### config.mk
export PLATFORM = sky130hd
export DESIGN_NAME = simlp_top
export DESIGN_NICKNAME = d
export VERILOG_FILES = /design/src/inc/simlp_pkg.sv /design/src/design/simlp_sticky.sv /design/src/design/simlp_top.sv
export VERILOG_INCLUDE_DIRS = /design/src /design/src/inc
export SDC_FILE = /design/constraint.sdc
export NUM_CORES = 1
export LEC_CHECK = 0
export ABC_AREA = 1
export CORE_UTILIZATION = 40
export DETAILED_ROUTE_END_ITERATION = 12
export DONT_BUFFER_PORTS = 1
export HOLD_SLACK_MARGIN = 0.15
export PLACE_DENSITY = 0.57
export SYNTH_ARGS = -nofsm -noshare
export SYNTH_HDL_FRONTEND = slang
export SYNTH_SLANG_ARGS = --single-unit
export TNS_END_PERCENT = 5
### constraint.sdc
create_clock -name i_clk -period 2.55 [get_ports i_clk]
set_clock_uncertainty 0.1 [all_clocks]
set_input_delay 0.6375 -clock i_clk [delete_from_list [all_inputs] [get_ports i_clk]]
set_output_delay 0.6375 -clock i_clk [all_outputs]
set_load 0.005 [all_outputs]
### src/inc/simlp_defs.svh
/*
 constants for the low-power, reset status and break block.
 assumes a 100 MHz system clock and the register access ports of simlp_top.
*/
`ifndef SIMLP_DEFS_SVH
`define SIMLP_DEFS_SVH

// reset source status bit positions
`define SIMLP_RS_LVI        0
`define SIMLP_RS_MODE       1
`define SIMLP_RS_BADADR     2
`define SIMLP_RS_BADOP      3
`define SIMLP_RS_WDOG       4
`define SIMLP_RS_PIN        5
`define SIMLP_RS_RSVD       6
`define SIMLP_RS_POR        7
`define SIMLP_RS_NONE       8'h00
`define SIMLP_RS_POR_ONLY   8'h80

// break flag control
`define SIMLP_BFC_CLR_EN    7
`define SIMLP_BFC_RESET     8'h00

// stop recovery in times-four clock cycles
`define SIMLP_REC_LONG      13'h1000
`define SIMLP_REC_SHORT     13'h0020
`define SIMLP_CNT_W         13
`define SIMLP_CNT_ZERO      13'h0000
`define SIMLP_CNT_ONE       13'h0001

`endif

### src/inc/simlp_pkg.sv
/*
 types for the low-power, reset status and break block.
 assumes simlp_defs.svh is available on the include path.
*/
package simlp_pkg;
	typedef enum logic [2:0] {
		SIMLP_RUN     = 3'b000,
		SIMLP_WAIT    = 3'b001,
		SIMLP_STOP    = 3'b011,
		SIMLP_RECOVER = 3'b010,
		SIMLP_STACK   = 3'b110
	} simlp_mode_t;
endpackage

### src/design/simlp_sticky.sv
/*
 one sticky status bit with clear-on-read, where a new set beats the clear.
 assumes set and read strobes on the same clock.
*/
`timescale 1ns/1ps
module simlp_sticky (
	// clock and reset
	input  wire logic i_clk,
	input  wire logic i_srst,
	input  wire logic i_rst_val,
	// events
	input  wire logic i_set,
	input  wire logic i_clr,
	output logic      o_flag
);
	always_ff @(posedge i_clk) begin
		if (i_srst) begin
			o_flag <= i_rst_val ? 1'b1 : 1'b0;
		end else if (i_set) begin
			o_flag <= 1'b1;
		end else if (i_clr) begin
			o_flag <= 1'b0;
		end
	end
endmodule

### src/design/simlp_top.sv
/*
 low-power mode control, reset source status, break entry and flag protection.
 assumes the cpu core supplies instruction strobes and register access strobes on i_clk,
 and that the oscillator times-four enable comes back as a clock-enable-like tick.
*/
// How it works
// - flag registers two and three mirror pending requests: 1 pending, 0 none.
// - any reset source wins outright over all interrupts, with no arbitration.
// - a break request forces the cpu to the software interrupt vector.
// - during break, other modules may clear flags only if clear enable is 1.
// - a flag cleared during break stays cleared after break ends.
// - two-step clears stay blocked in break; second step afterwards clears normally.
// - wait or stop clears the global interrupt mask bit.
// - wait stops cpu clocks while peripheral clocks keep running.
// - interrupt wake from wait starts stacking two cycles later.
// - break during wait sets the break-during-lowpower flag.
// - watchdog stays enabled in wait when watchdog disable is 0.
// - wait also exits on any reset, or on break in emulation mode.
// - stop clears the counter, gates the times-two clock and, unless oscillator run in stop is set, times-four; interrupt, reset, break exit.
// - stacking after stop begins only once recovery has fully elapsed.
// - with oscillator run in stop set, times-four clock keeps running.
// - recovery is 4096 times-four cycles, or 32 with short recovery set.
// - counter held cleared from stop until recovery, then times the recovery.
// - reading the reset status register clears all its flags except any whose source sets it in the same cycle.
// - power-on sets its flag alone; other sources set only their own.
// - separate flags for pin, watchdog, bad opcode, bad fetch address, low voltage.
// - monitor entry reset flag records the monitor entry reset.
`timescale 1ns/1ps
`include "simlp_defs.svh"
module simlp_top
	import simlp_pkg::*;
#(
	parameter int unsigned REC_LONG  = `SIMLP_REC_LONG,
	parameter int unsigned REC_SHORT = `SIMLP_REC_SHORT
) (
	// clock and reset
	input  wire logic       i_clk,
	input  wire logic       i_srst,
	// reset sources, one-cycle pulses
	input  wire logic       i_por_evt,
	input  wire logic       i_pin_rst_evt,
	input  wire logic       i_wdog_rst_evt,
	input  wire logic       i_bad_op_evt,
	input  wire logic       i_bad_adr_evt,
	input  wire logic       i_mon_entry_evt,
	input  wire logic       i_lowv_rst_evt,
	// interrupt requests and cpu events
	input  wire logic [7:0] i_irq_mid,
	input  wire logic [7:0] i_irq_high,
	input  wire logic       i_irq_any,
	input  wire logic       i_break_req,
	input  wire logic       i_emul_mode,
	input  wire logic       i_wait_exec,
	input  wire logic       i_stop_exec,
	input  wire logic       i_break_exit,
	input  wire logic       i_x4_tick,
	// configuration
	input  wire logic       i_short_stop_recovery,
	input  wire logic       i_osc_run_in_stop,
	input  wire logic       i_watchdog_disable,
	// register access
	input  wire logic       i_rd_reset_status,
	input  wire logic       i_wr_break_ctl,
	input  wire logic [7:0] i_wdata,
	// peripheral flag clear requests
	input  wire logic       i_flag_clr_req,
	// register read data
	output logic [7:0]      o_interrupt_flags_two,
	output logic [7:0]      o_interrupt_flags_three,
	output logic [7:0]      o_reset_source_status,
	output logic [7:0]      o_break_flag_control,
	// cpu and clock control
	output logic            o_reset_active,
	output logic            o_force_swi,
	output logic            o_clear_imask,
	output logic            o_cpu_clk_en,
	output logic            o_periph_clk_en,
	output logic            o_x2_clk_en,
	output logic            o_x4_clk_en,
	output logic            o_watchdog_run,
	output logic            o_start_stacking,
	output logic            o_break_state,
	output logic            o_flag_clr_allow,
	output logic            o_break_during_lowpower_flag
);
	simlp_mode_t mode_q;
	logic [`SIMLP_CNT_W-1:0] cnt_q;
	logic [`SIMLP_CNT_W-1:0] rec_target;
	logic [7:0] rs_set;
	logic [7:0] rs_flags;
	logic       any_reset;
	logic       brk_clr_en;

	assign brk_clr_en = o_break_flag_control[`SIMLP_BFC_CLR_EN];
	assign any_reset  = i_por_evt | i_pin_rst_evt | i_wdog_rst_evt | i_bad_op_evt
		| i_bad_adr_evt | i_mon_entry_evt | i_lowv_rst_evt;
	assign rec_target = i_short_stop_recovery ? `SIMLP_CNT_W'(REC_SHORT)
		: `SIMLP_CNT_W'(REC_LONG);

	// reset source flags
	always_comb begin
		rs_set                     = `SIMLP_RS_NONE;
		rs_set[`SIMLP_RS_POR]      = i_por_evt;
		rs_set[`SIMLP_RS_PIN]      = i_pin_rst_evt;
		rs_set[`SIMLP_RS_WDOG]     = i_wdog_rst_evt;
		rs_set[`SIMLP_RS_BADOP]    = i_bad_op_evt;
		rs_set[`SIMLP_RS_BADADR]   = i_bad_adr_evt;
		rs_set[`SIMLP_RS_MODE]     = i_mon_entry_evt;
		rs_set[`SIMLP_RS_LVI]      = i_lowv_rst_evt;
	end

	genvar g;
	generate
		for (g = 0; g < 8; g++) begin : g_rs
			if (g == `SIMLP_RS_RSVD) begin : g_res
				assign rs_flags[g] = 1'b0;
			end else begin : g_bit
				simlp_sticky u_bit (
					.i_clk     (i_clk),
					.i_srst    (i_srst),
					.i_rst_val (g == `SIMLP_RS_POR),
					.i_set     (rs_set[g]),
					// power-on wipes the others
					.i_clr     (i_rd_reset_status | (i_por_evt & (g != `SIMLP_RS_POR))),
					.o_flag    (rs_flags[g])
				);
			end
		end
	endgenerate

	always_ff @(posedge i_clk) begin
		o_reset_source_status <= rs_flags;
	end

	// interrupt status mirrors
	always_ff @(posedge i_clk) begin
		if (i_srst) begin
			o_interrupt_flags_two <= 8'h00;
		end else begin
			o_interrupt_flags_two <= i_irq_mid;
		end
	end

	always_ff @(posedge i_clk) begin
		if (i_srst) begin
			o_interrupt_flags_three <= 8'h00;
		end else begin
			o_interrupt_flags_three <= i_irq_high;
		end
	end

	// break flag control register
	always_ff @(posedge i_clk) begin
		if (i_srst) begin
			o_break_flag_control <= `SIMLP_BFC_RESET;
		end else if (i_wr_break_ctl) begin
			o_break_flag_control <= i_wdata & (8'h01 << `SIMLP_BFC_CLR_EN);
		end
	end

	// break state and flag protection
	always_ff @(posedge i_clk) begin
		if (i_srst || any_reset) begin
			o_break_state <= 1'b0;
		end else if (i_break_req) begin
			o_break_state <= 1'b1;
		end else if (i_break_exit) begin
			o_break_state <= 1'b0;
		end
	end

	always_ff @(posedge i_clk) begin
		if (i_srst) begin
			o_flag_clr_allow <= 1'b1;
		end else begin
			// peripherals gate both steps of any clear with this
			o_flag_clr_allow <= ~(o_break_state | i_break_req) | brk_clr_en;
		end
	end
	// a clear granted in break is a real clear and is never undone

	always_ff @(posedge i_clk) begin
		if (i_srst || any_reset) begin
			o_force_swi <= 1'b0;
		end else begin
			o_force_swi <= i_break_req & ~o_break_state;
		end
	end

	always_ff @(posedge i_clk) begin
		if (i_srst) begin
			o_break_during_lowpower_flag <= 1'b0;
		end else if (i_break_req && (mode_q == SIMLP_WAIT || mode_q == SIMLP_STOP)) begin
			o_break_during_lowpower_flag <= 1'b1;
		end else if (i_break_exit && !o_break_state) begin
			o_break_during_lowpower_flag <= 1'b0;
		end
	end

	// low-power mode sequencer
	always_ff @(posedge i_clk) begin
		if (i_srst || any_reset) begin
			mode_q <= SIMLP_RUN;
		end else begin
			unique case (mode_q)
				SIMLP_RUN: begin
					if (i_stop_exec) begin
						mode_q <= SIMLP_STOP;
					end else if (i_wait_exec) begin
						mode_q <= SIMLP_WAIT;
					end
				end
				SIMLP_WAIT: begin
					if (i_break_req && i_emul_mode) begin
						mode_q <= SIMLP_RUN;
					end else if (i_irq_any) begin
						mode_q <= SIMLP_STACK;
					end
				end
				SIMLP_STOP: begin
					if (i_irq_any || i_break_req) begin
						mode_q <= SIMLP_RECOVER;
					end
				end
				SIMLP_RECOVER: begin
					if (i_x4_tick && (cnt_q + `SIMLP_CNT_ONE) >= rec_target) begin
						mode_q <= SIMLP_STACK;
					end
				end
				SIMLP_STACK: begin
					mode_q <= SIMLP_RUN;
				end
				default: begin
					mode_q <= SIMLP_RUN;
				end
			endcase
		end
	end

	// recovery counter
	always_ff @(posedge i_clk) begin
		if (i_srst) begin
			cnt_q <= `SIMLP_CNT_ZERO;
		end else if (mode_q == SIMLP_STOP || i_stop_exec) begin
			cnt_q <= `SIMLP_CNT_ZERO;
		end else if (i_x4_tick) begin
			cnt_q <= cnt_q + `SIMLP_CNT_ONE;
		end
	end

	// clock gating
	always_ff @(posedge i_clk) begin
		if (i_srst) begin
			o_cpu_clk_en <= 1'b1;
		end else begin
			o_cpu_clk_en <= (mode_q == SIMLP_RUN) || (mode_q == SIMLP_STACK);
		end
	end

	always_ff @(posedge i_clk) begin
		if (i_srst) begin
			o_periph_clk_en <= 1'b1;
		end else begin
			o_periph_clk_en <= (mode_q != SIMLP_STOP) && (mode_q != SIMLP_RECOVER);
		end
	end

	always_ff @(posedge i_clk) begin
		if (i_srst) begin
			o_x2_clk_en <= 1'b1;
		end else begin
			o_x2_clk_en <= (mode_q != SIMLP_STOP);
		end
	end

	always_ff @(posedge i_clk) begin
		if (i_srst) begin
			o_x4_clk_en <= 1'b1;
		end else begin
			o_x4_clk_en <= (mode_q != SIMLP_STOP) || i_osc_run_in_stop;
		end
	end

	// cpu controls
	always_ff @(posedge i_clk) begin
		if (i_srst) begin
			o_clear_imask <= 1'b0;
		end else begin
			o_clear_imask <= (i_wait_exec | i_stop_exec) & (mode_q == SIMLP_RUN);
		end
	end

	always_ff @(posedge i_clk) begin
		if (i_srst) begin
			o_start_stacking <= 1'b0;
		end else begin
			o_start_stacking <= (mode_q == SIMLP_STACK);
		end
	end

	always_ff @(posedge i_clk) begin
		if (i_srst) begin
			o_reset_active <= 1'b0;
		end else begin
			o_reset_active <= any_reset;
		end
	end

	always_ff @(posedge i_clk) begin
		if (i_srst) begin
			o_watchdog_run <= 1'b0;
		end else begin
			o_watchdog_run <= ~i_watchdog_disable & (mode_q != SIMLP_STOP);
		end
	end
endmodule

==> impl_metrics.json <==
{
  "outcome": "completed",
  "finalSetupViolations": 0,
  "rsz0062_at_grt": "no",
  "cp_top_family": "simple AND/OR/NAND/NOR gates",
  "cts_setup_buffers": 0,
  "start_kind": "register",
  "ctsLongestPathBuffers": 2,
  "worstSetupPathType": "reg2reg",
  "vias_per_cell": 4.649,
  "final_cell_mix": "dfxtp_1, nand2_1, inv_1",
  "ys_types": 30,
  "drv_cap": 0,
  "die_h_um": 78.13,
  "cts-resized-gates": 0,
  "grt_antenna_before_repair": 0,
  "crit_arrival_ns": 2.41,
  "core.rowCount": 27,
  "gp_congestion": 0.7935,
  "finalNonFillerCells": 382,
  "period_share": 0.8910,
  "synth-seq-cells": 59,
  "rr_startpoint": "cnt_q[0]",
  "grt_pass1_vias": 1590,
  "ys_seq_area_frac": 0.5094,
  "worst-path-stages": 14,
  "hpwl_um": 3213,
  "ios": 90,
  "first_pass_iters": 4,
  "path_max_fanout": 4,
  "syn_area_sq_um": 2318,
  "drc": 0,
  "holdBufCountCts": 0,
  "crit_path_frequent_cell": "nand2_1",
  "cts_tree": "yes",
  "grt_max_degree": 30,
  "fmax_mhz": 440.1,
  "hold_viol_final": 0,
  "grt_usage": 0.1598,
  "cts.sinks": 59,
  "htree_num_levels": 3,
  "critical_path_required_ns": 2.68,
  "syn_avg_cell_area_sq_um": 7.833,
  "leakagePower_nw": 1.189,
  "critPathMaxStageDelay_ns": 0.34,
  "setup_slack_ns": 0.2779,
  "clk_pin_slew_worst_paths_ns": 0.07,
  "die_w_um": 78.13,
  "peakVddDrop_mv": 0.4838,
  "hp-start": "g_rs[7].g_bit.u_bit.o_flag",
  "synth_warnings": 0,
  "final_nets": 355,
  "cts-root-buf": "clkbuf_8",
  "powerDensity_nw_per_um2": 780.2,
  "cp-end-kind": "register",
  "fin_crit_ns": 2.272,
  "vias": 1776,
  "crit_buf_inv": 1,
  "post-place-ws_ns": 0.1865,
  "wirelength_um": 4488,
  "crit_start": "cnt_q[0]",
  "cts_made_buffers": 9,
  "layout-drive-gt1-share": 0.1129,
  "core_sq_um": 5540,
  "grt_pass1_wl_um": 7272,
  "critical_path.cell_chain": "ha_2 -> nand3_2 -> nor2_4 -> nand2_1 -> nor4_2 -> xor2_1 -> inv_1 -> ha_1 -> nand2_1 -> nand2_1 -> nand2_1 -> nand2_2 -> a21oi_1 -> nor2_1",
  "antenna_cells": 0,
  "area_growth_pct": 13.44,
  "overflow": 0,
  "start_util": 0.4185,
  "syn_inst": 296,
  "r2r_cells": 14,
  "crit_slowest_cell": "dfxtp_1",
  "final_common_cell": "dfxtp_1",
  "initialDrtViolationCount": 112,
  "io_buffers": 0,
  "dp.cells": 366,
  "slew_violations": 0,
  "clock_latency_ns": 0.34,
  "ant_nets": 0,
  "tns_ns": 0,
  "hold_path_class": "reg2reg",
  "hold_depth": 0,
  "wl_per_cell_um": 11.75,
  "die_area_sq_um": 6104,
  "fin_hold_ws_ns": 0.2532
}
==> registers in the layout, summed over array words and instances (netlist names), 3 cells and up <==
name	count
o_interrupt_flags_two	8
g_rs.g_bit.u_bit.o_flag	7
mode_q	3
o_interrupt_flags_three	8
cnt_q	13
o_reset_source_status	7
==> cell usage after synthesis <==
cell | count | area [sq um]
a211oi_1 | 2 | 15.01
a21oi_1 | 15 | 75.07
a221oi_1 | 1 | 8.760
and2_1 | 1 | 6.260
buf_4 | 8 | 60.06
clkbuf_1 | 5 | 18.77
conb_1 | 1 | 3.750
dfxtp_1 | 59 | 1181
ha_1 | 4 | 50.05
inv_1 | 49 | 183.9
inv_2 | 2 | 7.510
nand2_1 | 52 | 195.2
nand2_2 | 2 | 12.51
nand3_1 | 13 | 65.06
nand3_2 | 1 | 10.01
nand3b_1 | 1 | 7.510
nand4_1 | 4 | 25.02
nor2_1 | 42 | 157.7
nor2_2 | 2 | 12.51
nor2_4 | 3 | 33.78
nor3_1 | 6 | 30.03
nor3b_1 | 1 | 7.510
nor4_1 | 2 | 12.51
o211ai_1 | 5 | 37.54
o21ai_0 | 7 | 35.03
o21bai_1 | 1 | 7.510
o311a_2 | 1 | 11.26
or2_2 | 2 | 12.51
xnor2_1 | 2 | 17.52
xor2_1 | 2 | 17.52
==> worst paths after layout <==
path | to | slack (ns)
hold / removal | o_reset_source_status[7] | 0.25
hold reg to reg | o_reset_source_status[7] | 0.25
setup reg to reg | mode_q[0] | 0.28
setup / recovery | mode_q[0] | 0.28
==> per-layer routing <==
metal | track usage | vias up | part of all wire | wire, um
met5 | 0 | - | 0 | 0
met4 | 0.06667 | 0 | 0.015 | 66
met3 | 0.1081 | 8 | 0.10 | 470
met2 | 0.2281 | 71 | 0.43 | 1925
met1 | 0.1846 | 773 | 0.45 | 2026
li1 | - | 924 | - | -
==> report_power, final <==
part	internal [mW]	switching [mW]	leakage (nW)
clock network	0.607	0.387	0.112
logic	0.0330	0.0428	0.591
registers	0.960	0.0230	0.486
==> final cells by class <==
| class | instances | area [sq um] |
|---|---|---|
| sequential | 59 | 1181 |
| tap | 72 | 90.09 |
| clock buffer | 11 | 151.4 |
| fill | 543 | 2910 |
| clock inverter | 5 | 83.83 |
| timing repair buffer | 4 | 30.03 |
| inverter | 51 | 191.4 |
| multi-input combinational | 180 | 902.1 |
==> cells by family after synthesis <==
family / Yosys count / synth area share
adder cells (fa/ha/maj): 4 / 0.02159
XOR/XNOR: 4 / 0.01511
other: 1 / 0.001617
buffers and inverters: 64 / 0.1166
AND/OR/NAND/NOR: 132 / 0.2536
flip-flops: 59 / 0.5094
AO/OA/AOI/OAI: 32 / 0.08203
==> per-stage QoR <==
step,area (sq um),power (mW),utilization
detailed placement,2386,1.080,0.4307
CTS,2621,2.080,0.4731
finish,2630,2.052,0.4747
floorplan,2345,1.075,-
global placement,2386,1.078,0.4307
global route,2630,2.145,0.4747
Note: power is estimated with default switching activity, not from simulation.
